## config.mk

```make
export PLATFORM = sky130hd
export DESIGN_NAME = dhp_host_port
export DESIGN_NICKNAME = d
export VERILOG_FILES = /design/src/dhp_pkg.sv /design/src/dhp_host_port.sv
export SDC_FILE = /design/constraint.sdc
export NUM_CORES = 1
export LEC_CHECK = 0
export ABC_AREA = 1
export BUFFER_PORTS_ARGS = -buffer_cell sky130_fd_sc_hd__buf_2
export CAP_MARGIN = 10
export CORE_MARGIN = 2
export CORE_UTILIZATION = 50
export CTS_BUF_LIST = sky130_fd_sc_hd__clkbuf_4
export CTS_CLUSTER_DIAMETER = 60
export CTS_CLUSTER_SIZE = 12
export DETAILED_ROUTE_END_ITERATION = 8
export PLACE_DENSITY = 0.77
export SLEW_MARGIN = 20
export SYNTH_ARGS = -nofsm -noshare
export SYNTH_HDL_FRONTEND = slang
export SYNTH_SLANG_ARGS = --single-unit
```

## constraint.sdc

```tcl
create_clock -name i_ref_clk -period 18.9 [get_ports i_ref_clk]
set_input_delay 2.835 -clock i_ref_clk [delete_from_list [all_inputs] [get_ports i_ref_clk]]
set_output_delay 2.835 -clock i_ref_clk [all_outputs]
set_load 0.05 [all_outputs]
```

## src/dhp_pkg.sv

```systemverilog
// constants and bus carriers for the dual-channel host register port
package dhp_pkg;

	// ****************************************************************
	// register indices
	// ****************************************************************
	localparam logic [3:0] IDX_POINTER = 4'h0;
	localparam logic [3:0] IDX_SPECIAL = 4'h1;
	localparam logic [3:0] IDX_VECTOR = 4'h2;
	localparam logic [3:0] IDX_PENDING = 4'h3;
	localparam logic [3:0] IDX_IMG_LINE = 4'h4;
	localparam logic [3:0] IDX_IMG_SPECIAL = 4'h5;
	localparam logic [3:0] IDX_FRAME_LO = 4'h6;
	localparam logic [3:0] IDX_FRAME_HI = 4'h7;
	localparam logic [3:0] IDX_DATA = 4'h8;
	localparam logic [3:0] IDX_MASTER = 4'h9;
	localparam logic [3:0] IDX_LOOP = 4'ha;
	localparam logic [3:0] IDX_IMG_EXTEN = 4'hb;
	localparam logic [3:0] IDX_BAUD_LO = 4'hc;
	localparam logic [3:0] IDX_BAUD_HI = 4'hd;
	localparam logic [3:0] IDX_IMG_LOOP = 4'he;
	localparam logic [3:0] IDX_EXTEN = 4'hf;
	localparam int REG_CNT = 16;

	// ****************************************************************
	// field layouts and command codes
	// ****************************************************************
	localparam int PTR_MSB = 2;
	localparam int CMD_LSB = 3;
	localparam int CMD_MSB = 5;
	localparam logic [2:0] CMD_POINT_HIGH = 3'h1;
	localparam logic [2:0] CMD_RESET_IUS = 3'h7;
	localparam logic [3:0] POINT_HIGH_ADD = 4'h8;
	localparam logic [1:0] SHIFT_LEFT = 2'h2;
	localparam logic [1:0] SHIFT_RIGHT = 2'h3;
	localparam int FIFO_EN_BIT = 2;
	localparam int MIE_BIT = 3;
	localparam int VIS_BIT = 0;
	localparam logic [1:0] MRST_HW = 2'h3;
	localparam logic [1:0] MRST_CHA = 2'h2;
	localparam logic [1:0] MRST_CHB = 2'h1;
	localparam int AD_CHAN_RIGHT = 0;
	localparam int AD_CHAN_LEFT = 5;
	localparam logic [7:0] RESET_BYTE = 8'h00;

	// vector status codes, pending order {a_rx,a_tx,a_ext,b_rx,b_tx,b_ext}
	localparam logic [2:0] VC_A_RX = 3'h6;
	localparam logic [2:0] VC_A_TX = 3'h4;
	localparam logic [2:0] VC_A_EXT = 3'h5;
	localparam logic [2:0] VC_B_RX = 3'h2;
	localparam logic [2:0] VC_B_TX = 3'h0;
	localparam logic [2:0] VC_B_EXT = 3'h1;
	localparam logic [2:0] VC_NONE = 3'h3;

	// host spacing between strobe falls, in peripheral clocks
	localparam int RECOVERY_PCLKS = 3;

	// ****************************************************************
	// carriers
	// ****************************************************************
	typedef struct packed {
		logic chip_en_n;
		logic rd_n;
		logic wr_n;
		logic data_ctrl;
		logic chan_a_bn;
		logic interrupt_ack_n;
	} dhp_nmux_bus_t;

	typedef struct packed {
		logic address_strobe_n;
		logic data_strobe_n;
		logic rw;
		logic cs0_n;
		logic cs1;
		logic interrupt_ack_n;
	} dhp_mux_bus_t;

	typedef struct packed {
		logic [7:0] line;
		logic [7:0] special;
		logic [7:0] loop_clk;
		logic [7:0] frame_lo;
		logic [7:0] frame_hi;
		logic [7:0] rx_data;
	} dhp_chan_status_t;

endpackage

```

## src/dhp_host_port.sv

```systemverilog
// host register port of a two-channel serial controller, both bus variants
`timescale 1ns/1ps
`default_nettype none

module dhp_host_port
	import dhp_pkg::*;
(
	input wire logic i_ref_clk,
	input wire logic i_rstn,
	input wire logic i_mux_mode,
	input wire dhp_pkg::dhp_nmux_bus_t i_nmux,
	input wire dhp_pkg::dhp_mux_bus_t i_mux,
	input wire logic [7:0] i_data,
	input wire logic i_chain_enable_in,
	input wire logic [5:0] i_pending,
	input wire dhp_pkg::dhp_chan_status_t i_status_a,
	input wire dhp_pkg::dhp_chan_status_t i_status_b,
	output logic [7:0] o_data,
	output logic o_data_oe,
	output logic o_chain_enable_out,
	output logic o_int_n,
	output logic [5:0] o_in_service,
	output logic [1:0] o_tx_load,
	output logic [7:0] o_tx_data,
	output logic [1:0] o_rx_read,
	output logic [7:0] o_vector,
	output logic [7:0] o_master,
	output logic [127:0] o_wreg_a,
	output logic [127:0] o_wreg_b
);
	import dhp_pkg::*;

	// ****************************************************************
	// reset release
	// ****************************************************************
	logic rst_meta_q;
	logic rst_n;

	// async assert, two-flop release
	always_ff @(posedge i_ref_clk or negedge i_rstn)
	begin
		if (!i_rstn)
		begin
			rst_meta_q <= 1'b0;
			rst_n <= 1'b0;
		end
		else
		begin
			rst_meta_q <= 1'b1;
			rst_n <= rst_meta_q;
		end
	end

	// ****************************************************************
	// strobe synchronisers
	// ****************************************************************
	// bit order {ack, rd, wr, as, ds}
	logic [4:0] raw;
	logic [4:0] sync1_q;
	logic [4:0] sync2_q;
	logic [4:0] sync3_q;
	logic [4:0] fall;
	logic [4:0] rise;

	// effective rd and wr strobes are the overlap with chip enable
	always_comb
	begin
		raw[4] = i_mux_mode ? !i_mux.interrupt_ack_n : !i_nmux.interrupt_ack_n;
		raw[3] = !i_mux_mode && !i_nmux.chip_en_n && !i_nmux.rd_n;
		raw[2] = !i_mux_mode && !i_nmux.chip_en_n && !i_nmux.wr_n;
		raw[1] = i_mux_mode && !i_mux.address_strobe_n;
		raw[0] = i_mux_mode && !i_mux.data_strobe_n;
	end

	// two flops resolve metastability, third for edges and the ack level in the pointer clear
	always_ff @(posedge i_ref_clk or negedge rst_n)
	begin
		if (!rst_n)
		begin
			sync1_q <= 5'h00;
			sync2_q <= 5'h00;
			sync3_q <= 5'h00;
		end
		else
		begin
			sync1_q <= raw;
			sync2_q <= sync1_q;
			sync3_q <= sync2_q;
		end
	end

	// strobe active edge = fall of pin, end = rise of pin
	assign fall = sync2_q & ~sync3_q;
	assign rise = ~sync2_q & sync3_q;

	// ****************************************************************
	// pin sampling while strobes are low
	// ****************************************************************
	logic [7:0] wdata_q;
	logic [7:0] ad_hold_q;
	logic cs0_hold_q;
	logic ack_hold_q;
	logic rw_hold_q;
	logic cs1_hold_q;

	// last value seen while the pin strobe was low survives the sync lag
	always_ff @(posedge i_ref_clk or negedge rst_n)
	begin
		if (!rst_n)
		begin
			wdata_q <= RESET_BYTE;
			ad_hold_q <= RESET_BYTE;
			cs0_hold_q <= 1'b1;
			ack_hold_q <= 1'b0;
			rw_hold_q <= 1'b1;
			cs1_hold_q <= 1'b0;
		end
		else
		begin
			if (raw[2] || (raw[0] && !i_mux.rw))
				wdata_q <= i_data; // data valid up to the strobe rise
			if (raw[1])
			begin
				ad_hold_q <= i_data;
				cs0_hold_q <= i_mux.cs0_n;
				ack_hold_q <= !i_mux.interrupt_ack_n;
			end
			if (raw[0])
			begin
				rw_hold_q <= i_mux.rw;
				cs1_hold_q <= i_mux.cs1;
			end
		end
	end

	// ****************************************************************
	// register state
	// ****************************************************************
	logic [7:0] wreg_q [2][REG_CNT];
	logic [7:0] vector_q;
	logic [7:0] master_q;
	logic [3:0] ptr_q;
	logic [5:0] ius_q;
	logic acc_ch_q;
	logic [3:0] acc_idx_q;
	logic acc_data_q;
	logic mux_sel_q;
	logic mux_ack_q;

	// ****************************************************************
	// access decode
	// ****************************************************************
	logic [1:0] shift_mode;
	logic dec_ch;
	logic [3:0] dec_idx;
	logic cur_ch;
	logic [3:0] cur_idx;
	logic start_rd;
	logic start_ack;
	logic end_wr;
	logic end_rd;

	// decode mode lives in channel B pointer register
	assign shift_mode = wreg_q[1][IDX_POINTER][1:0];

	// channel 0 = A: pin high selects A
	always_comb
	begin
		if (shift_mode == SHIFT_RIGHT)
			dec_ch = !ad_hold_q[AD_CHAN_RIGHT];
		else
			dec_ch = !ad_hold_q[AD_CHAN_LEFT];
		dec_idx = ad_hold_q[4:1];
		if (i_mux_mode)
		begin
			cur_ch = acc_ch_q;
			cur_idx = acc_idx_q;
		end
		else
		begin
			cur_ch = !i_nmux.chan_a_bn;
			cur_idx = i_nmux.data_ctrl ? IDX_DATA : ptr_q;
		end
	end

	// events; host spacing keeps them from overlapping
	always_comb
	begin
		if (i_mux_mode)
		begin
			start_ack = fall[0] && mux_ack_q;
			start_rd = fall[0] && !mux_ack_q && mux_sel_q && cs1_hold_q && rw_hold_q;
			end_wr = rise[0] && !mux_ack_q && mux_sel_q && cs1_hold_q && !rw_hold_q;
			end_rd = rise[0];
		end
		else
		begin
			start_ack = fall[3] && sync2_q[4];
			start_rd = fall[3] && !sync2_q[4];
			end_wr = rise[2] && !sync2_q[4];
			end_rd = rise[3];
		end
	end

	// target latched at address strobe end, or at nmux strobe fall
	always_ff @(posedge i_ref_clk or negedge rst_n)
	begin
		if (!rst_n)
		begin
			acc_ch_q <= 1'b0;
			acc_idx_q <= IDX_POINTER;
			acc_data_q <= 1'b0;
			mux_sel_q <= 1'b0;
			mux_ack_q <= 1'b0;
		end
		else if (i_mux_mode && rise[1])
		begin
			acc_ch_q <= dec_ch;
			acc_idx_q <= dec_idx;
			acc_data_q <= 1'b0;
			mux_sel_q <= !cs0_hold_q;
			mux_ack_q <= ack_hold_q;
		end
		else if (!i_mux_mode && (fall[3] || fall[2]))
		begin
			acc_ch_q <= cur_ch;
			acc_idx_q <= cur_idx;
			acc_data_q <= i_nmux.data_ctrl;
		end
	end

	// ****************************************************************
	// interrupt vector and priority
	// ****************************************************************
	logic [5:0] elig;
	logic [5:0] top_elig;
	logic [5:0] top_ius;
	logic [2:0] vcode;
	logic [7:0] vec_mod;

	// highest priority is bit 5 (channel A receive)
	always_comb
	begin
		elig = master_q[MIE_BIT] ? (i_pending & ~ius_q) : 6'h00;
		top_elig = 6'h00;
		top_ius = 6'h00;
		for (int i = 0; i < 6; i++)
		begin
			if (elig[i])
				top_elig = 6'(1 << i);
			if (ius_q[i])
				top_ius = 6'(1 << i);
		end
		case (top_elig)
			6'h20: vcode = VC_A_RX;
			6'h10: vcode = VC_A_TX;
			6'h08: vcode = VC_A_EXT;
			6'h04: vcode = VC_B_RX;
			6'h02: vcode = VC_B_TX;
			6'h01: vcode = VC_B_EXT;
			default: vcode = VC_NONE;
		endcase
		vec_mod = {vector_q[7:4], vcode, vector_q[0]};
	end

	// ****************************************************************
	// read data selection
	// ****************************************************************
	logic [7:0] rd_value;
	dhp_chan_status_t st;
	logic fifo_en;

	always_comb
	begin
		st = cur_ch ? i_status_b : i_status_a;
		fifo_en = wreg_q[cur_ch][IDX_EXTEN][FIFO_EN_BIT];
		case (cur_idx)
			IDX_POINTER, IDX_IMG_LINE: rd_value = st.line;
			IDX_SPECIAL, IDX_IMG_SPECIAL: rd_value = st.special;
			IDX_VECTOR: rd_value = cur_ch ? vec_mod : vector_q;
			IDX_PENDING: rd_value = cur_ch ? 8'h00 : {2'h0, i_pending};
			IDX_FRAME_LO: rd_value = fifo_en ? st.frame_lo : (cur_ch ? vec_mod : vector_q);
			IDX_FRAME_HI: rd_value = fifo_en ? st.frame_hi :
				(cur_ch ? 8'h00 : {2'h0, i_pending});
			IDX_DATA: rd_value = st.rx_data;
			IDX_LOOP, IDX_IMG_LOOP: rd_value = st.loop_clk;
			IDX_BAUD_LO: rd_value = wreg_q[cur_ch][IDX_BAUD_LO];
			IDX_BAUD_HI, IDX_MASTER: rd_value = wreg_q[cur_ch][IDX_BAUD_HI];
			IDX_EXTEN, IDX_IMG_EXTEN: rd_value = wreg_q[cur_ch][IDX_EXTEN];
			default: rd_value = RESET_BYTE;
		endcase
	end

	// ****************************************************************
	// data bus drive
	// ****************************************************************
	// ack cycle with chain enable in and an eligible source puts the vector out; plain reads put out the register
	always_ff @(posedge i_ref_clk or negedge rst_n)
	begin
		if (!rst_n)
		begin
			o_data <= RESET_BYTE;
			o_data_oe <= 1'b0;
		end
		else if (start_ack && |elig && i_chain_enable_in)
		begin
			o_data <= master_q[VIS_BIT] ? vec_mod : vector_q;
			o_data_oe <= 1'b1;
		end
		else if (start_rd)
		begin
			o_data <= rd_value;
			o_data_oe <= 1'b1;
		end
		else if (end_rd)
			o_data_oe <= 1'b0;
	end

	// ****************************************************************
	// pointer
	// ****************************************************************
	// only the non-multiplexed bus uses it
	always_ff @(posedge i_ref_clk or negedge rst_n)
	begin
		if (!rst_n)
			ptr_q <= IDX_POINTER;
		else if (!i_mux_mode && end_wr && !acc_data_q)
		begin
			if (acc_idx_q == IDX_POINTER)
			begin
				ptr_q <= {1'b0, wdata_q[PTR_MSB:0]};
				if (wdata_q[CMD_MSB:CMD_LSB] == CMD_POINT_HIGH)
					ptr_q <= {1'b0, wdata_q[PTR_MSB:0]} + POINT_HIGH_ADD;
			end
			else
				ptr_q <= IDX_POINTER;
		end
		else if (!i_mux_mode && end_rd && !acc_data_q && !sync3_q[4])
			ptr_q <= IDX_POINTER;
	end

	// ****************************************************************
	// write registers
	// ****************************************************************
	logic [1:0] mrst;

	// reset command field of the master register write
	assign mrst = (end_wr && acc_idx_q == IDX_MASTER) ? wdata_q[7:6] : 2'h0;

	// per channel array plus shared vector and master
	always_ff @(posedge i_ref_clk or negedge rst_n)
	begin
		if (!rst_n)
		begin
			vector_q <= RESET_BYTE;
			master_q <= RESET_BYTE;
			for (int c = 0; c < 2; c++)
				for (int r = 0; r < REG_CNT; r++)
					wreg_q[c][r] <= RESET_BYTE;
		end
		else if (end_wr)
		begin
			if (acc_idx_q == IDX_VECTOR)
				vector_q <= wdata_q;
			else if (acc_idx_q == IDX_MASTER)
				master_q <= wdata_q;
			else if (acc_idx_q != IDX_DATA)
				wreg_q[acc_ch_q][acc_idx_q] <= wdata_q;
			// channel and hardware reset commands clear channel registers
			for (int r = 0; r < REG_CNT; r++)
			begin
				if (mrst == MRST_HW || mrst == MRST_CHA)
					wreg_q[0][r] <= RESET_BYTE;
				if (mrst == MRST_HW || mrst == MRST_CHB)
					wreg_q[1][r] <= RESET_BYTE;
			end
		end
	end

	// ****************************************************************
	// transmit buffer and receive read pulses
	// ****************************************************************
	always_ff @(posedge i_ref_clk or negedge rst_n)
	begin
		if (!rst_n)
		begin
			o_tx_load <= 2'h0;
			o_tx_data <= RESET_BYTE;
			o_rx_read <= 2'h0;
		end
		else
		begin
			o_tx_load <= 2'h0;
			o_rx_read <= 2'h0;
			if (end_wr && acc_idx_q == IDX_DATA)
			begin
				o_tx_load[acc_ch_q] <= 1'b1;
				o_tx_data <= wdata_q;
			end
			if (start_rd && cur_idx == IDX_DATA)
				o_rx_read[cur_ch] <= 1'b1;
		end
	end

	// ****************************************************************
	// in-service latches and daisy chain
	// ****************************************************************
	// a reset-in-service command and a same-cycle acknowledge on another bit both take effect
	always_ff @(posedge i_ref_clk or negedge rst_n)
	begin
		if (!rst_n)
			ius_q <= 6'h00;
		else if (mrst == MRST_HW)
			ius_q <= 6'h00;
		else
		begin
			if (end_wr && acc_idx_q == IDX_POINTER &&
				wdata_q[CMD_MSB:CMD_LSB] == CMD_RESET_IUS)
				ius_q <= (ius_q & ~top_ius) |
					((start_ack && i_chain_enable_in) ? top_elig : 6'h00);
			else if (start_ack && i_chain_enable_in)
				ius_q <= ius_q | top_elig;
		end
	end

	// chain passes only when nothing here is served or claiming an ack
	always_ff @(posedge i_ref_clk or negedge rst_n)
	begin
		if (!rst_n)
		begin
			o_chain_enable_out <= 1'b0;
			o_int_n <= 1'b1;
		end
		else
		begin
			o_chain_enable_out <= i_chain_enable_in && !(|ius_q) &&
				!(sync2_q[4] && |elig);
			o_int_n <= !(i_chain_enable_in && !(|ius_q) && |elig);
		end
	end

	// ****************************************************************
	// register outputs
	// ****************************************************************
	assign o_vector = vector_q;
	assign o_master = master_q;
	assign o_in_service = ius_q;

	genvar g;
	for (g = 0; g < REG_CNT; g++)
	begin : g_wreg
		assign o_wreg_a[g*8 +: 8] = wreg_q[0][g];
		assign o_wreg_b[g*8 +: 8] = wreg_q[1][g];
	end

endmodule

`default_nettype wire

```

# Yosys cells after proc, flatten, opt, wreduce, memory -nomap -nowiden
# Index checks and enable logic that the tools add are counted.
[op_classes]
add_sub_neg = 1
n_lt_le_gt_ge = 9
eq_ne = 35
muxes = 99
bitwise_logic = 14
n_reduce_logical = 86
[ops]
columns = ["op", "count"]
rows = [
  ["256-bit 2-to-1 mux", 3],
  ["8-bit 2-to-1 mux", 37],
  ["256-bit bitwise mux", 1],
  ["128-bit demux with 1-bit select", 1],
  ["128-bit 2-to-1 mux", 1],
  ["32-bit 2-to-1 mux", 3],
  ["6-bit 2-to-1 mux", 16],
  ["8-bit case mux with 11 select lines", 1],
  ["48-bit 2-to-1 mux", 1],
  ["1-bit logical AND", 41],
  ["4-bit == test (second input constant)", 10],
  ["4-bit 2-to-1 mux", 10],
  ["8-bit demux with 4-bit select", 1],
  ["1-bit zero test", 21],
  ["1-bit 2-to-1 mux", 18],
  ["3-bit case mux with 6 select lines", 1],
  ["4-bit by 3-bit == test with 1-bit output (second input constant)", 4],
  ["6-bit AND", 2],
  ["4-bit by 2-bit == test with 1-bit output (second input constant)", 3],
  ["6-bit inverter", 2],
  ["6-bit OR", 2],
  ["6-bit OR reduction", 2],
  ["2-bit nonzero test", 5],
  ["2-bit OR reduction", 5],
  ["other kinds (33)", 53],
]
[word_totals]
register_bits = 348
input_bits = 126
output_inout_bits = 301
word_cells = 303

# Logic depth before layout (Yosys ltp)
# Gate-level depths: netlist of run 1.
[logic_depth]
word_depth = 16
depth_mapped = 17
mapped_depth_nobuf = 16

# Least setup slack after synthesis of run 1
# Ideal clock, no wire load.
[synth_timing]
path_type = "input-to-reg"
start = "input i_mux_mode"
end = "register wreg_q (netlist bit o_wreg_a[86])"
setup_time_ps = 135
arrival_time_ps = 4409
t_required_ps = 18765
path_slack_ps = 14357
stages = 11
path_buffers = 3
cell_sequence = "buf_2 -> nor2_1 -> nand3_1 -> nand2_2 -> inv_2 -> a211oi_4 -> buf_6 -> nand4_4 -> clkbuf_1 -> nand3_1 -> o21ai_0"
[synth_between]
elab_chain_len = 7
elab_cells_between_ends = 11
cone_classes = "eq/ne: 4; mux: 3; reduce/logical: 4"
[synth_lines]
columns = ["item", "line_no", "rtl"]
rows = [
  ["start: declaration", "dhp_host_port.sv:10", "input wire logic i_mux_mode,"],
  ["1-bit 2-to-1 mux *", "dhp_host_port.sv:189", "if (i_mux_mode)"],
  ["1-bit logical AND", "dhp_host_port.sv:348", "assign mrst = (end_wr && acc_idx_q == IDX_MASTER) ? wdata_q[7:6] : 2'h0;"],
  ["2-bit 2-to-1 mux", "dhp_host_port.sv:348", ""],
  ["2-bit == test", "dhp_host_port.sv:372", "if (mrst == MRST_HW || mrst == MRST_CHA)"],
  ["1-bit logical OR", "dhp_host_port.sv:372", ""],
  ["2-bit by 1-bit != test with 1-bit output (no line) or 2-bit nonzero test (tied branches)", "-", ""],
  ["4-bit AND reduction (no line)", "-", ""],
  ["end signal: indexed assignment", "dhp_host_port.sv:368", "wreg_q[acc_ch_q][acc_idx_q] <= wdata_q;"],
  ["end: declaration", "dhp_host_port.sv:139", "logic [7:0] wreg_q [2][REG_CNT];"],
]
# Mark *: on every way between the ends. The rest lies on a longest branch, timed or not.
# A chain may end at the register's enable or synchronous reset.

# Final worst setup path of run 1
[layout_timing]
start = "input i_mux_mode"
end = "register o_data[5]"
[layout_between]
elab_chain_len = 9
elab_cells_between_ends = 39
cone_classes = "eq/ne: 15; mux: 14; bitwise: 1; reduce/logical: 9"
[layout_lines]
columns = ["item", "line_no", "rtl"]
rows = [
  ["1-bit 2-to-1 mux", "dhp_host_port.sv:174", "if (i_mux_mode)"],
  ["1-bit inverter with 2-bit output (not written as such)", "-", ""],
  ["32-bit 2-to-1 mux (not written as such) (3 in a row)", "dhp_host_port.sv:289", "IDX_EXTEN, IDX_IMG_EXTEN: rd_value = wreg_q[cur_ch][IDX_EXTEN];"],
  ["8-bit 2-to-1 mux, on equally long branches", "dhp_host_port.sv:283, dhp_host_port.sv:282", ""],
  ["8-bit case mux with 11 select lines", "dhp_host_port.sv:277", "case (cur_idx)"],
  ["8-bit 2-to-1 mux", "dhp_host_port.sv:310", "else if (start_rd)"],
  ["8-bit 2-to-1 mux", "dhp_host_port.sv:305", "else if (start_ack && |elig && i_chain_enable_in)"],
  ["end signal: assignment", "dhp_host_port.sv:307", "o_data <= master_q[VIS_BIT] ? vec_mod : vector_q;"],
  ["end signal: assignment", "dhp_host_port.sv:312", "o_data <= rd_value;"],
  ["end: declaration", "dhp_host_port.sv:18", "output logic [7:0] o_data,"],
]
# Parallel ways exist; a longest one is shown, timed or not. The select of a mux whose other input is x is not followed.

==> report_table.html, run 1 <==
<table>
<tr><th>Metric</th><th>Value</th></tr>
<tr><th colspan="2">Setup path</th></tr>
<tr><td>Critical path's most frequent cell</td><td>nand2_1</td></tr>
<tr><td>Critical Path Sink</td><td>o_data[5]</td></tr>
<tr><td>FF-to-FF path depth</td><td>13</td></tr>
<tr><td>CP required</td><td>19.46 ns</td></tr>
<tr><td>Critical path arrival</td><td>5.72 ns</td></tr>
<tr><td>Worst setup startpoint</td><td>i_mux_mode</td></tr>
<tr><td>Maximum fanout along the worst path</td><td>96</td></tr>
<tr><td>Reg-to-reg slack, setup</td><td>14.84 ns</td></tr>
<tr><td>Reg-to-reg endpoint</td><td>o_data[5]</td></tr>
<tr><td>Standard cell with the maximum stage delay on the critical path</td><td>buf_4</td></tr>
<tr><td>Cell breakdown of the critical path</td><td>buf_2, nand2_1, o21ai_4, buf_4, nand2_1, nand2_1, inv_1, o21ai_0, o21ai_0, nor2_1, nand4_1, nand3_1, nand3_1</td></tr>
<tr><td>Launching element type of the critical path</td><td>primary input</td></tr>
<tr><td>Kind of critical path</td><td>in -&gt; reg</td></tr>
<tr><td>R2R Path Start</td><td>acc_ch_q</td></tr>
<tr><td>Kind of end point of the critical path</td><td>flip-flop</td></tr>
<tr><td>Largest stage delay on the critical path</td><td>0.66 ns</td></tr>
<tr><th colspan="2">Timing</th></tr>
<tr><td>Max transition margin</td><td>27.26%</td></tr>
<tr><td>Clock Skew</td><td>0.01667 ns</td></tr>
<tr><td>Final-layout setup total negative slack</td><td>0 ns</td></tr>
<tr><td>Pins Over Slew Limit</td><td>0</td></tr>
<tr><td>Setup-violating endpoint count in the final report</td><td>0</td></tr>
<tr><td>Highest Clock Rate</td><td>0.1938 GHz</td></tr>
<tr><td>RSZ-0062 raised after global routing</td><td>no</td></tr>
<tr><td>Hold Slack</td><td>0.3567 ns</td></tr>
<tr><td>Final period util</td><td>27.30%</td></tr>
<tr><td>Clock period minus final worst setup slack</td><td>5.159 ns</td></tr>
<tr><td>Final worst-path setup slack</td><td>13.74 ns</td></tr>
<tr><td>Final Hold Viols</td><td>0</td></tr>
<tr><td>Transition time at the pin with the least slew margin</td><td>1.091 ns</td></tr>
<tr><th colspan="2">Clock tree</th></tr>
<tr><td>H-tree levels</td><td>2</td></tr>
<tr><td>Cell at the root of the clock tree</td><td>clkbuf_4</td></tr>
<tr><td>Source-to-sink clock delay at the later pin of the worst-skew pair</td><td>0.67 ns</td></tr>
<tr><td>Clk buf depth</td><td>3</td></tr>
<tr><td>Clock tree sinks</td><td>348</td></tr>
<tr><td>CTS Hold Bufs</td><td>0</td></tr>
<tr><td>Post-cts resize count</td><td>0</td></tr>
<tr><td>Post-CTS Setup Repair Bufs</td><td>0</td></tr>
<tr><td>Clock tree from TritonCTS</td><td>built</td></tr>
<tr><td>Clock input transition at the sequential cells of the worst setup and hold paths</td><td>0.14 ns</td></tr>
<tr><td>Number of buffers created by CTS</td><td>35</td></tr>
<tr><th colspan="2">Synthesis</th></tr>
<tr><td>Async set or reset register ratio after synthesis</td><td>100.0%</td></tr>
<tr><td>Main synth FF type</td><td>dfrtp_1</td></tr>
<tr><td>Post-Synthesis Net Count</td><td>1,877</td></tr>
<tr><td>Number of distinct library cells after synthesis</td><td>39</td></tr>
<tr><td>Number of warnings printed during yosys synthesis</td><td>0</td></tr>
<tr><td>Cell area after technology mapping</td><td>0.01514 mm²</td></tr>
<tr><td>Sequential share of the synthesized area</td><td>57.53%</td></tr>
<tr><td>Count of state elements after synthesis</td><td>348</td></tr>
<tr><td>Count of flip-flops with a built-in enable after synthesis</td><td>0</td></tr>
<tr><td>Synthesized area per cell</td><td>8.649 µm²</td></tr>
<tr><td>Cell count after synthesis</td><td>1,751</td></tr>
<tr><th colspan="2">Layout</th></tr>
<tr><td>Filler instances</td><td>2,739</td></tr>
<tr><td>Final design instance area without fill</td><td>0.01789 mm²</td></tr>
<tr><td>Area growth, synth to finish</td><td>18.16%</td></tr>
<tr><td>Final #Nets</td><td>2,253</td></tr>
<tr><td>Final cell count without fillers</td><td>2,530</td></tr>
<tr><td>Utilization after layout</td><td>60.22%</td></tr>
<tr><td>Fraction of final layout cells with drive strength greater than 1</td><td>24.47%</td></tr>
<tr><th colspan="2">Place</th></tr>
<tr><td>Total instance count after detailed placement</td><td>2,480</td></tr>
<tr><td>Post-detail-place hpwl</td><td>37,270 µm</td></tr>
<tr><td>Instance area at placement</td><td>0.01749 mm²</td></tr>
<tr><td>Final RePlAce weighted congestion</td><td>0.9406</td></tr>
<tr><td>Worst slack at placement</td><td>13.14 ns</td></tr>
<tr><td>Number of port buffers</td><td>426</td></tr>
<tr><th colspan="2">Global route</th></tr>
<tr><td>Overflow left after global routing</td><td>0</td></tr>
<tr><td>Vias in the first global route</td><td>13,610</td></tr>
<tr><td>Initial antenna violation count</td><td>5</td></tr>
<tr><td>First-pass GRT wire length</td><td>77,900 µm</td></tr>
<tr><td>Overall Global Routing Usage</td><td>32.34%</td></tr>
<tr><td>Maximum number of pins on one net before global-route repair</td><td>104</td></tr>
<tr><th colspan="2">Detailed routing</th></tr>
<tr><td>Number of nets still failing antenna checks after routing</td><td>0</td></tr>
<tr><td>Initial drt markers</td><td>1,122</td></tr>
<tr><td>DR pass1 iterations</td><td>5</td></tr>
<tr><td>Detailed-route wire length</td><td>52,190 µm</td></tr>
<tr><td>Vias</td><td>14,120</td></tr>
<tr><td>Remaining routing DRC violations</td><td>0</td></tr>
<tr><td>Vias per cell</td><td>5.579</td></tr>
<tr><td>Average routed wire per standard cell</td><td>20.63 µm</td></tr>
<tr><th colspan="2">Min path</th></tr>
<tr><td>Hold Crit Depth</td><td>0</td></tr>
<tr><td>Class of the tightest hold or removal check</td><td>reg -&gt; reg</td></tr>
<tr><td>Worst min-delay path startpoint</td><td>sync1_q[3]</td></tr>
<tr><th colspan="2">Floorplanning</th></tr>
<tr><td>Die outline area</td><td>0.03170 mm²</td></tr>
<tr><td>I/O pin count</td><td>427</td></tr>
<tr><td>Die extent in x</td><td>178.0 µm</td></tr>
<tr><td>FP Rows</td><td>63</td></tr>
<tr><td>Placeable core area</td><td>0.02972 mm²</td></tr>
<tr><td>Starting density of the core</td><td>50.96%</td></tr>
<tr><td>Floorplan die height</td><td>178.0 µm</td></tr>
<tr><th colspan="2">Pwr</th></tr>
<tr><td>Power density of the placed cells</td><td>94.32 mW/mm²</td></tr>
<tr><td>Cell leakage power</td><td>9.970 nW</td></tr>
<tr><td>Overall power consumption</td><td>1.688 mW</td></tr>
<tr><td>Maximum VDD drop</td><td>0.05819 mV</td></tr>
<tr><th colspan="2">Run</th></tr>
<tr><td>Max-cap violations</td><td>0</td></tr>
<tr><th colspan="2">Run status</th></tr>
<tr><td>Run status</td><td>finished, final reports clean</td></tr>
</table>
## sequential cells by signal (all words and copies together), names as in the netlist, 2 cells and up
| signal | flops |
|---|---|
| o_vector | 8 |
| o_data | 8 |
| acc_idx_q | 4 |
| ptr_q | 4 |
| o_master | 8 |
| wdata_q | 8 |
| ad_hold_q | 6 |
| o_in_service | 6 |
| o_wreg_a | 128 |
| sync1_q | 5 |
| sync2_q | 5 |
| sync3_q | 5 |
| o_rx_read | 2 |
| o_tx_data | 8 |
| o_wreg_b | 128 |
| o_tx_load | 2 |
## layout by cell type, fill, tap and decap left out, types with 5 or more instances in the layout
| cell | count |
|---|---|
| buf_2 | 426 |
| inv_2 | 5 |
| o22ai_1 | 17 |
| a21oi_1 | 26 |
| nor2_1 | 77 |
| o21ai_1 | 37 |
| dfrtp_1 | 344 |
| nand2_1 | 416 |
| nand3_1 | 268 |
| nand4_1 | 12 |
| buf_4 | 14 |
| o21ai_0 | 236 |
| clkbuf_4 | 42 |
| a31oi_1 | 7 |
| nor3_1 | 13 |
| o211ai_1 | 5 |
| nand4_4 | 10 |
| inv_1 | 142 |
## how the worst min path moves through the flow
stage,endpoint,slack (ns)
final,sync2_q[3],0.36
after global routing,sync2_q[3],0.37
after CTS,sync2_q[3],0.36
after detailed placement,sync2_q[1],0.34
after global placement,sync2_q[1],0.33
after floorplan,rst_n,0.33
## routing by layer
metal | vias to the layer above | track usage [%] | share of wire (%)
met5 | - | 0 | 0.044
met4 | 4 | 12.88 | 4.0
met3 | 122 | 8.653 | 10
met2 | 699 | 54.10 | 48
met1 | 6753 | 40.01 | 38
li1 | 6538 | - | -
## cells in the mapped netlist, types with 2 or more instances
| cell type | count | share of area [%] |
|---|---|---|
| nor4_2 | 2 | 0.17 |
| nand4_1 | 12 | 0.50 |
| a31oi_1 | 7 | 0.29 |
| o21ai_0 | 236 | 7.8 |
| nand2_2 | 2 | 0.083 |
| inv_1 | 145 | 3.6 |
| nor2_1 | 77 | 1.9 |
| dfrtp_1 | 345 | 57 |
| a21oi_1 | 26 | 0.86 |
| nor2_2 | 4 | 0.17 |
| o21ai_1 | 38 | 1.3 |
| nand4_2 | 2 | 0.17 |
| inv_2 | 2 | 0.050 |
| dfstp_2 | 3 | 0.52 |
| nand4_4 | 10 | 1.4 |
| buf_1 | 8 | 0.20 |
| nand3_1 | 268 | 8.9 |
| o22ai_1 | 17 | 0.70 |
| clkinv_1 | 2 | 0.050 |
| a22oi_1 | 2 | 0.099 |
| buf_2 | 18 | 0.59 |
| clkbuf_1 | 74 | 1.8 |
| nor3_1 | 13 | 0.43 |
| o211ai_1 | 5 | 0.25 |
| nand2_1 | 419 | 10 |
## worst max-delay path: cells and delay by family
kind / cells / cell delay (ns)
AND/OR/NAND/NOR: 7 / 1.24
buffers and inverters: 3 / 1.16
AO/OA/AOI/OAI: 3 / 0.40
## cells by family after synthesis
| family | after synthesis | synth area share (%) |
|---|---|---|
| AND/OR/NAND/NOR | 813 | 24.28 |
| flip-flops | 348 | 57.53 |
| AO/OA/AOI/OAI | 337 | 11.66 |
| buffers and inverters | 251 | 6.444 |
| multiplexers | 1 | 0.06610 |
| other | 1 | 0.02476 |
## report_power, final
part,switching (mW),internal [mW]
logic,0.366,0.0954
clock network,0.238,0.131
registers,0.0582,0.799
total,0.662,1.03
## layout make-up
class                           instances  area (µm²)  share of cell area [%]
Multi-Input combinational cell       1152        5485                   30.65
Antenna cell                            3       7.507                 0.04195
Inverter                              149       559.3                   3.125
Timing Repair Buffer                  441        2248                   12.56
Sequential cell                       348        8716                   48.71
Clock buffer                           42       315.3                   1.762
Tap cell                              390       488.0                   2.727
Clock inverter                          5       75.07                  0.4195
Power figures use the tool's default switching activity.
==> run 2, diff against run 1 <==
--- a/config.mk
+++ b/config.mk
@@ -5,7 +5,7 @@
 export SDC_FILE = /design/constraint.sdc
 export NUM_CORES = 1
 export LEC_CHECK = 0
-export ABC_AREA = 1
+export ABC_AREA = 0
 export BUFFER_PORTS_ARGS = -buffer_cell sky130_fd_sc_hd__buf_2
 export CAP_MARGIN = 10
 export CORE_MARGIN = 2
==> constraint.sdc (replaced) <==
create_clock -name i_ref_clk -period 5.3 [get_ports i_ref_clk]
set_input_delay 0.795 -clock i_ref_clk [delete_from_list [all_inputs] [get_ports i_ref_clk]]
set_output_delay 0.795 -clock i_ref_clk [all_outputs]
set_load 0.05 [all_outputs]
==> run 2 against run 1 <==
Effect of this change: utilization rose by 0.73 points; largest cell class unchanged; sequential cell count unchanged; critical path type is now reg -> reg; cell area up 0.95%; non-clock buffer count increased by 11; critical endpoint is now o_data[4].
==> report_table.html, run 2 <==
<table>
<tr><th>Metric</th><th>Value</th></tr>
<tr><th colspan="2">Global route</th></tr>
<tr><td>Overall Global Routing Usage</td><td>32.60%</td></tr>
<tr><td>Vias in the first global route</td><td>12,730</td></tr>
<tr><td>Overflow left after global routing</td><td>0</td></tr>
<tr><td>First-pass GRT wire length</td><td>77,560 µm</td></tr>
<tr><td>Initial antenna violation count</td><td>4</td></tr>
<tr><td>Maximum number of pins on one net before global-route repair</td><td>158</td></tr>
<tr><th colspan="2">Synthesis</th></tr>
<tr><td>Post-Synthesis Net Count</td><td>1,422</td></tr>
<tr><td>Most frequent cells after synthesis</td><td>345 x dfrtp_1, 158 x a22o_1, 115 x nand2_1</td></tr>
<tr><td>Synthesized area per cell</td><td>11.64 µm²</td></tr>
<tr><td>Count of flip-flops with a built-in enable after synthesis</td><td>0</td></tr>
<tr><td>Number of warnings printed during yosys synthesis</td><td>0</td></tr>
<tr><td>Main synth FF type</td><td>dfrtp_1</td></tr>
<tr><td>Count of state elements after synthesis</td><td>348</td></tr>
<tr><td>Sequential share of the synthesized area</td><td>57.75%</td></tr>
<tr><td>Number of distinct library cells after synthesis</td><td>81</td></tr>
<tr><td>Cell count after synthesis</td><td>1,296</td></tr>
<tr><td>Leading area contributor after synthesis</td><td>dfrtp_1</td></tr>
<tr><td>Top-area cell type share of the netlist area</td><td>57.23%</td></tr>
<tr><td>Cell area after technology mapping</td><td>0.01509 mm²</td></tr>
<tr><td>Async set or reset register ratio after synthesis</td><td>100.0%</td></tr>
<tr><td>Most common cell in the netlist</td><td>dfrtp_1</td></tr>
<tr><td>Leading cell types by total area after synthesis</td><td>dfrtp_1 57%, a22o_1 9.2%, mux2i_1 3.9%</td></tr>
<tr><th colspan="2">Pwr</th></tr>
<tr><td>Maximum VDD drop</td><td>0.2134 mV</td></tr>
<tr><td>Cell leakage power</td><td>9.434 nW</td></tr>
<tr><td>Power density of the placed cells</td><td>347.3 mW/mm²</td></tr>
<tr><th colspan="2">Setup path</th></tr>
<tr><td>Kind of critical path</td><td>reg -&gt; reg</td></tr>
<tr><td>Reg-to-reg slack, setup</td><td>1.90 ns</td></tr>
<tr><td>Launching element type of the critical path</td><td>flip-flop</td></tr>
<tr><td>Largest stage delay on the critical path</td><td>0.82 ns</td></tr>
<tr><td>FF-to-FF path depth</td><td>6</td></tr>
<tr><td>Standard cell with the maximum stage delay on the critical path</td><td>dfrtp_1</td></tr>
<tr><td>Kind of end point of the critical path</td><td>flip-flop</td></tr>
<tr><td>CP required</td><td>5.91 ns</td></tr>
<tr><td>Cell breakdown of the critical path</td><td>nand2b_1, nand2_2, mux4_2, a221oi_1, o21ai_0, a31o_2</td></tr>
<tr><td>Critical path arrival</td><td>4.01 ns</td></tr>
<tr><td>Stages on worst setup path</td><td>6</td></tr>
<tr><td>Critical path's top delay family</td><td>simple AND/OR/NAND/NOR gates</td></tr>
<tr><td>Reg-to-reg endpoint</td><td>o_data[4]</td></tr>
<tr><td>Maximum fanout along the worst path</td><td>26</td></tr>
<tr><td>Number of buffers and inverters on the critical path</td><td>0</td></tr>
<tr><td>R2R Path Start</td><td>acc_ch_q</td></tr>
<tr><th colspan="2">Floorplanning</th></tr>
<tr><td>I/O pin count</td><td>427</td></tr>
<tr><td>Floorplan die height</td><td>177.7 µm</td></tr>
<tr><td>Die outline area</td><td>0.03158 mm²</td></tr>
<tr><td>Starting density of the core</td><td>50.90%</td></tr>
<tr><td>FP Rows</td><td>63</td></tr>
<tr><td>Die extent in x</td><td>177.7 µm</td></tr>
<tr><td>Placeable core area</td><td>0.02964 mm²</td></tr>
<tr><th colspan="2">Detailed routing</th></tr>
<tr><td>Vias</td><td>12,910</td></tr>
<tr><td>Vias per cell</td><td>6.114</td></tr>
<tr><td>Detailed-route wire length</td><td>52,180 µm</td></tr>
<tr><td>DR pass1 iterations</td><td>5</td></tr>
<tr><td>Initial drt markers</td><td>1,216</td></tr>
<tr><td>Average routed wire per standard cell</td><td>24.72 µm</td></tr>
<tr><td>Number of nets still failing antenna checks after routing</td><td>0</td></tr>
<tr><td>Remaining routing DRC violations</td><td>0</td></tr>
<tr><th colspan="2">Run</th></tr>
<tr><td>Max-cap violations</td><td>0</td></tr>
<tr><th colspan="2">Place</th></tr>
<tr><td>Final RePlAce weighted congestion</td><td>0.9856</td></tr>
<tr><td>Number of port buffers</td><td>426</td></tr>
<tr><td>Post-detail-place hpwl</td><td>36,840 µm</td></tr>
<tr><td>Instance area at placement</td><td>0.01757 mm²</td></tr>
<tr><th colspan="2">Clock tree</th></tr>
<tr><td>Post-cts resize count</td><td>0</td></tr>
<tr><td>CTS Hold Bufs</td><td>1</td></tr>
<tr><td>Clock tree sinks</td><td>348</td></tr>
<tr><td>Clk buf depth</td><td>3</td></tr>
<tr><td>Cell at the root of the clock tree</td><td>clkbuf_4</td></tr>
<tr><td>Source-to-sink clock delay at the later pin of the worst-skew pair</td><td>0.70 ns</td></tr>
<tr><td>Number of buffers created by CTS</td><td>36</td></tr>
<tr><td>Post-CTS Setup Repair Bufs</td><td>0</td></tr>
<tr><td>Clock input transition at the sequential cells of the worst setup and hold paths</td><td>0.15 ns</td></tr>
<tr><td>H-tree levels</td><td>2</td></tr>
<tr><td>Clock tree from TritonCTS</td><td>built</td></tr>
<tr><th colspan="2">Min path</th></tr>
<tr><td>Hold Crit Depth</td><td>2</td></tr>
<tr><td>Worst min-delay path startpoint</td><td>i_nmux[4]</td></tr>
<tr><td>Destination of the worst hold path</td><td>sync1_q[3]</td></tr>
<tr><td>Class of the tightest hold or removal check</td><td>in -&gt; reg</td></tr>
<tr><th colspan="2">Timing</th></tr>
<tr><td>Pins Over Slew Limit</td><td>0</td></tr>
<tr><td>Final period util</td><td>64.16%</td></tr>
<tr><td>Clock Skew</td><td>0.06583 ns</td></tr>
<tr><td>Highest Clock Rate</td><td>0.2941 GHz</td></tr>
<tr><td>Final Hold Viols</td><td>0</td></tr>
<tr><td>Clock period minus final worst setup slack</td><td>3.401 ns</td></tr>
<tr><td>Max transition margin</td><td>33.82%</td></tr>
<tr><td>Hold Slack</td><td>0.2484 ns</td></tr>
<tr><td>RSZ-0062 raised after global routing</td><td>no</td></tr>
<tr><td>Transition time at the pin with the least slew margin</td><td>0.9906 ns</td></tr>
<tr><td>Final-layout setup total negative slack</td><td>0 ns</td></tr>
<tr><td>Setup-violating endpoint count in the final report</td><td>0</td></tr>
<tr><th colspan="2">Layout</th></tr>
<tr><td>Commonest non-fill, non-tap cell in the layout</td><td>buf_2</td></tr>
<tr><td>Highest-count cells in the layout ignoring fill and taps</td><td>426 x buf_2, 342 x dfrtp_1, 158 x a22o_1</td></tr>
<tr><td>Area growth, synth to finish</td><td>19.75%</td></tr>
<tr><td>Final #Nets</td><td>1,830</td></tr>
<tr><td>Final design instance area without fill</td><td>0.01806 mm²</td></tr>
<tr><td>Fraction of final layout cells with drive strength greater than 1</td><td>35.22%</td></tr>
<tr><th colspan="2">Run status</th></tr>
<tr><td>Run status</td><td>finished, final reports clean</td></tr>
</table>
-- run 2: changes by cell type in the layout (fill, tap and decap cells not counted), sizes merged, moves of 29 or more --
cell and delta:
mux2 +43, mux2i +58, and2 +29, nand2 -306, inv -138, o21ai -236, a22o +158, nand3 -240
nor2b +35
-- run 2: power by group --
group          leakage, nW  internal, mW  switching [mW]
logic                 4.41         0.449            1.24
registers             4.75          2.86           0.252
clock network        0.277         0.600           0.874
total                 9.43          3.91            2.37
-- run 2: cell type report --
| type | count | area, µm² |
|---|---|---|
| Fill cell | 2480 | 11570 |
| Inverter | 8 | 30.03 |
| Tap cell | 390 | 488.0 |
| Timing Repair Buffer | 452 | 2342 |
| Sequential cell | 348 | 8718 |
| Clock inverter | 6 | 133.9 |
| Antenna cell | 3 | 7.507 |
| Multi-Input combinational cell | 858 | 6000 |
| Clock buffer | 46 | 345.3 |
-- run 2: cell families (layout without fill, tap and decap cells) --
family	after synthesis	after routing	share of synthesized area, %
DFF	348	348	57.75
other	1	4	0.02486
and+or+nand+nor	405	405	14.12
muxes	106	106	7.722
AOI/OAI and AO/OA	346	346	17.78
buffers and inverters	90	512	2.596
-- run 2: worst reg2reg max path: stages (launching register included) --
cell and delay (ns):
dfrtp_1 0.82, nand2b_1 0.49, nand2_2 0.53, mux4_2 0.64, a221oi_1 0.32, o21ai_0 0.24, a31o_2 0.29
-- run 2: worst max path at each step --
stage                    start        end
CTS                   acc_ch_q  o_data[4]
finish                acc_ch_q  o_data[4]
detailed placement  i_mux_mode  o_data[4]
floorplan                rst_n   acc_ch_q
global route          acc_ch_q  o_data[4]
global placement    i_mux_mode  o_data[4]
-- run 2: per-stage QoR --
| stage | std cells | utilization [%] | worst slack [ns] | total power, mW |
|---|---|---|---|---|
| 2_1_floorplan | 1296 | - | 1.863 | 4.256 |
| 3_3_place_gp | 2054 | 59.25 | 1.403 | 4.810 |
| 3_5_place_dp | 2055 | 59.27 | 1.365 | 4.831 |
| 4_1_cts | 2108 | 60.93 | 1.955 | 6.280 |
| 5_1_grt | 2111 | 60.95 | 1.812 | 6.507 |
| 6_report | 2111 | 60.95 | 1.899 | 6.274 |
-- run 2: per-layer routing --
layer | part of all wire (%) | up-vias | track usage (%)
met1 | 40 | 6381 | 43.06
met4 | 4.4 | 0 | 13.66
met5 | 0 | - | 0
met3 | 9.2 | 157 | 7.519
met2 | 47 | 781 | 51.99
li1 | - | 5587 | -
==> run 3, diff against run 2 <==
--- a/config.mk
+++ b/config.mk
@@ -9,12 +9,12 @@
 export BUFFER_PORTS_ARGS = -buffer_cell sky130_fd_sc_hd__buf_2
 export CAP_MARGIN = 10
 export CORE_MARGIN = 2
-export CORE_UTILIZATION = 50
+export CORE_UTILIZATION = 49
 export CTS_BUF_LIST = sky130_fd_sc_hd__clkbuf_4
 export CTS_CLUSTER_DIAMETER = 60
 export CTS_CLUSTER_SIZE = 12
 export DETAILED_ROUTE_END_ITERATION = 8
-export PLACE_DENSITY = 0.77
+export PLACE_DENSITY = 0.79
 export SLEW_MARGIN = 20
 export SYNTH_ARGS = -nofsm -noshare
 export SYNTH_HDL_FRONTEND = slang
==> constraint.sdc (replaced) <==
create_clock -name i_ref_clk -period 2.8 [get_ports i_ref_clk]
set_input_delay 0.42 -clock i_ref_clk [delete_from_list [all_inputs] [get_ports i_ref_clk]]
set_output_delay 0.42 -clock i_ref_clk [all_outputs]
set_load 0.05 [all_outputs]
==> run 3 against run 2 <==
Effect of this change: critical endpoint is now o_wreg_b[73]; highest routed layer unchanged; cell area rose by 4.4%; sequential power rose by 88%; maximum frequency rose by 37%; worst hold slack got worse by 0.20 ns; critical path depth did not move; count of clock-buffer cells in the layout fell by 3; largest cell class unchanged.
==> report_table.html, run 3 (same netlist as run 2, synthesis figures left out) <==
<table>
<tr><th>Metric</th><th>Value</th></tr>
<tr><th colspan="2">Run status</th></tr>
<tr><td>Run status</td><td>finished, final reports clean</td></tr>
<tr><th colspan="2">Timing</th></tr>
<tr><td>Transition time at the pin with the least slew margin</td><td>0.9924 ns</td></tr>
<tr><td>Pins Over Slew Limit</td><td>0</td></tr>
<tr><td>Clock period minus final worst setup slack</td><td>2.487 ns</td></tr>
<tr><td>Final Hold Viols</td><td>0</td></tr>
<tr><td>Final period util</td><td>88.83%</td></tr>
<tr><td>Max transition margin</td><td>33.84%</td></tr>
<tr><td>RSZ-0062 raised after global routing</td><td>no</td></tr>
<tr><td>Highest Clock Rate</td><td>0.4020 GHz</td></tr>
<tr><td>Setup-violating endpoint count in the final report</td><td>0</td></tr>
<tr><td>Clock Skew</td><td>0.03953 ns</td></tr>
<tr><th colspan="2">Floorplanning</th></tr>
<tr><td>Die outline area</td><td>0.03221 mm²</td></tr>
<tr><td>Floorplan die height</td><td>179.5 µm</td></tr>
<tr><td>Die extent in x</td><td>179.5 µm</td></tr>
<tr><td>Placeable core area</td><td>0.03043 mm²</td></tr>
<tr><td>I/O pin count</td><td>427</td></tr>
<tr><td>Starting density of the core</td><td>49.58%</td></tr>
<tr><td>FP Rows</td><td>64</td></tr>
<tr><th colspan="2">Place</th></tr>
<tr><td>Number of port buffers</td><td>426</td></tr>
<tr><td>Instance area at placement</td><td>0.01819 mm²</td></tr>
<tr><td>Final RePlAce weighted congestion</td><td>0.9488</td></tr>
<tr><td>Post-detail-place hpwl</td><td>39,160 µm</td></tr>
<tr><td>Total instance count after detailed placement</td><td>2,129</td></tr>
<tr><th colspan="2">Pwr</th></tr>
<tr><td>Internal Dissipation</td><td>7.414 mW</td></tr>
<tr><td>Sw Share</td><td>38.23%</td></tr>
<tr><td>Combinational power share</td><td>28.8%</td></tr>
<tr><td>Sequential power share</td><td>48.7%</td></tr>
<tr><td>Power density of the placed cells</td><td>636.3 mW/mm²</td></tr>
<tr><td>Maximum VDD drop</td><td>0.4635 mV</td></tr>
<tr><td>Switching power</td><td>4.590 mW</td></tr>
<tr><td>Cell leakage power</td><td>9.889 nW</td></tr>
<tr><td>Clock network fraction of design power</td><td>22.6%</td></tr>
<tr><th colspan="2">Layout</th></tr>
<tr><td>Area growth, synth to finish</td><td>25.06%</td></tr>
<tr><td>Filler instances</td><td>2,492</td></tr>
<tr><td>Final #Nets</td><td>1,919</td></tr>
<tr><td>Commonest non-fill, non-tap cell in the layout</td><td>buf_2</td></tr>
<tr><td>Final cell count without fillers</td><td>2,203</td></tr>
<tr><td>Highest-count cells in the layout ignoring fill and taps</td><td>426 x buf_2, 343 x dfrtp_1, 158 x a22o_1</td></tr>
<tr><td>Fraction of final layout cells with drive strength greater than 1</td><td>37.12%</td></tr>
<tr><td>Final design instance area without fill</td><td>0.01887 mm²</td></tr>
<tr><th colspan="2">Setup path</th></tr>
<tr><td>Reg-to-reg slack, setup</td><td>0.31 ns</td></tr>
<tr><td>FF-to-FF path depth</td><td>6</td></tr>
<tr><td>Kind of critical path</td><td>reg -&gt; reg</td></tr>
<tr><td>R2R Path Start</td><td>sync2_q[4]</td></tr>
<tr><td>Worst setup startpoint</td><td>sync2_q[4]</td></tr>
<tr><td>Reg-to-reg endpoint</td><td>o_wreg_b[73]</td></tr>
<tr><td>Kind of end point of the critical path</td><td>flip-flop</td></tr>
<tr><td>Launching element type of the critical path</td><td>flip-flop</td></tr>
<tr><td>CP required</td><td>3.35 ns</td></tr>
<tr><td>Critical path arrival</td><td>3.04 ns</td></tr>
<tr><td>Maximum fanout along the worst path</td><td>25</td></tr>
<tr><th colspan="2">Detailed routing</th></tr>
<tr><td>DR pass1 iterations</td><td>6</td></tr>
<tr><td>Remaining routing DRC violations</td><td>0</td></tr>
<tr><td>Average routed wire per standard cell</td><td>24.53 µm</td></tr>
<tr><td>Vias per cell</td><td>6.073</td></tr>
<tr><td>Vias</td><td>13,380</td></tr>
<tr><td>Number of nets still failing antenna checks after routing</td><td>0</td></tr>
<tr><td>Initial drt markers</td><td>1,213</td></tr>
<tr><td>Detailed-route wire length</td><td>54,040 µm</td></tr>
<tr><th colspan="2">Clock tree</th></tr>
<tr><td>Clock tree from TritonCTS</td><td>built</td></tr>
<tr><td>H-tree levels</td><td>2</td></tr>
<tr><td>Number of buffers created by CTS</td><td>37</td></tr>
<tr><td>Cell at the root of the clock tree</td><td>clkbuf_4</td></tr>
<tr><td>Clock input transition at the sequential cells of the worst setup and hold paths</td><td>0.13 ns</td></tr>
<tr><td>Clock tree sinks</td><td>348</td></tr>
<tr><td>Clk buf depth</td><td>3</td></tr>
<tr><td>Post-cts resize count</td><td>0</td></tr>
<tr><td>Source-to-sink clock delay at the later pin of the worst-skew pair</td><td>0.68 ns</td></tr>
<tr><th colspan="2">Global route</th></tr>
<tr><td>Initial antenna violation count</td><td>3</td></tr>
<tr><td>First-pass GRT wire length</td><td>82,340 µm</td></tr>
<tr><td>Maximum number of pins on one net before global-route repair</td><td>62</td></tr>
<tr><td>Overall Global Routing Usage</td><td>32.90%</td></tr>
<tr><td>Vias in the first global route</td><td>13,530</td></tr>
<tr><td>Overflow left after global routing</td><td>0</td></tr>
<tr><th colspan="2">Run</th></tr>
<tr><td>Max-cap violations</td><td>0</td></tr>
<tr><th colspan="2">Min path</th></tr>
<tr><td>Worst min-delay path startpoint</td><td>i_pending[5]</td></tr>
<tr><td>Class of the tightest hold or removal check</td><td>in -&gt; reg</td></tr>
<tr><td>Hold Crit Depth</td><td>3</td></tr>
<tr><td>Destination of the worst hold path</td><td>o_in_service[5]</td></tr>
</table>
[run 3: repair_timing]
action / in CTS / in global routing
hold buffers: 21 / 0
setup buffers: 0 / 0
endpoints found under the hold margin: 24 / 0
[run 3: power groups by stage]
stage	Clock, mW	Sequential, mW	Combinational [mW]
4_1_cts	2.75	5.83	3.43
3_3_place_gp	0	5.91	3.35
3_5_place_dp	0	5.92	3.40
6_report	2.71	5.84	3.46
5_1_grt	2.96	5.88	3.60
2_1_floorplan	0	6.87	1.18
[run 3: through the flow]
step | setup TNS [ns] | total power, mW | hold WS (ns) | setup WS [ns] | util (%)
5_1_grt | 0 | 12.44 | 0.009216 | 0.06954 | 62.00
6_report | 0 | 12.00 | 0.05028 | 0.3127 | 62.00
3_5_place_dp | 0 | 9.321 | 0.2076 | 0.02996 | 59.79
3_3_place_gp | 0 | 9.265 | 0.2051 | 0.1480 | 59.79
4_1_cts | 0 | 12.01 | 0.002657 | 0.2753 | 61.98
2_1_floorplan | -218.58 | 8.055 | 0.1244 | -0.6373 | -
[run 3: layer usage]
| layer | vias to the layer above | wire [µm] | GRT usage [%] | share of wire (%) |
|---|---|---|---|---|
| met4 | 0 | 2438 | 13.79 | 4.5 |
| met3 | 139 | 4817 | 7.395 | 8.9 |
| met1 | 6676 | 21330 | 43.03 | 39 |
| li1 | 5748 | - | - | - |
| met2 | 816 | 25450 | 53.27 | 47 |
| met5 | - | 0 | 0 | 0 |
[run 3: layout make-up]
cell class	instances	area (µm²)	area share, %
Tap cell	396	495.5	2.626
Clock inverter	8	133.9	0.7096
Multi-Input combinational cell	858	5996	31.78
Clock buffer	43	322.8	1.711
Sequential cell	348	8717	46.21
Antenna cell	2	5.005	0.02653
Timing Repair Buffer	540	3166	16.78
Inverter	8	30.03	0.1592
[run 3: worst max-delay path by stage]
stage / endpoint / slack (ns)
after detailed placement: o_wreg_b[73] / 0.03
after global routing: o_wreg_b[79] / 0.07
final: o_wreg_b[73] / 0.31
after floorplan: acc_ch_q / -0.64
after global placement: o_wreg_b[21] / 0.15
after CTS: o_wreg_b[73] / 0.28
[run 3: critical path, stage by stage (launching register included)]
cell	delay, ns
dfrtp_1	0.44
or4b_4	0.54
o31a_4	0.18
nor3_4	0.29
buf_4	0.23
nand2_1	0.37
and2_1	0.33
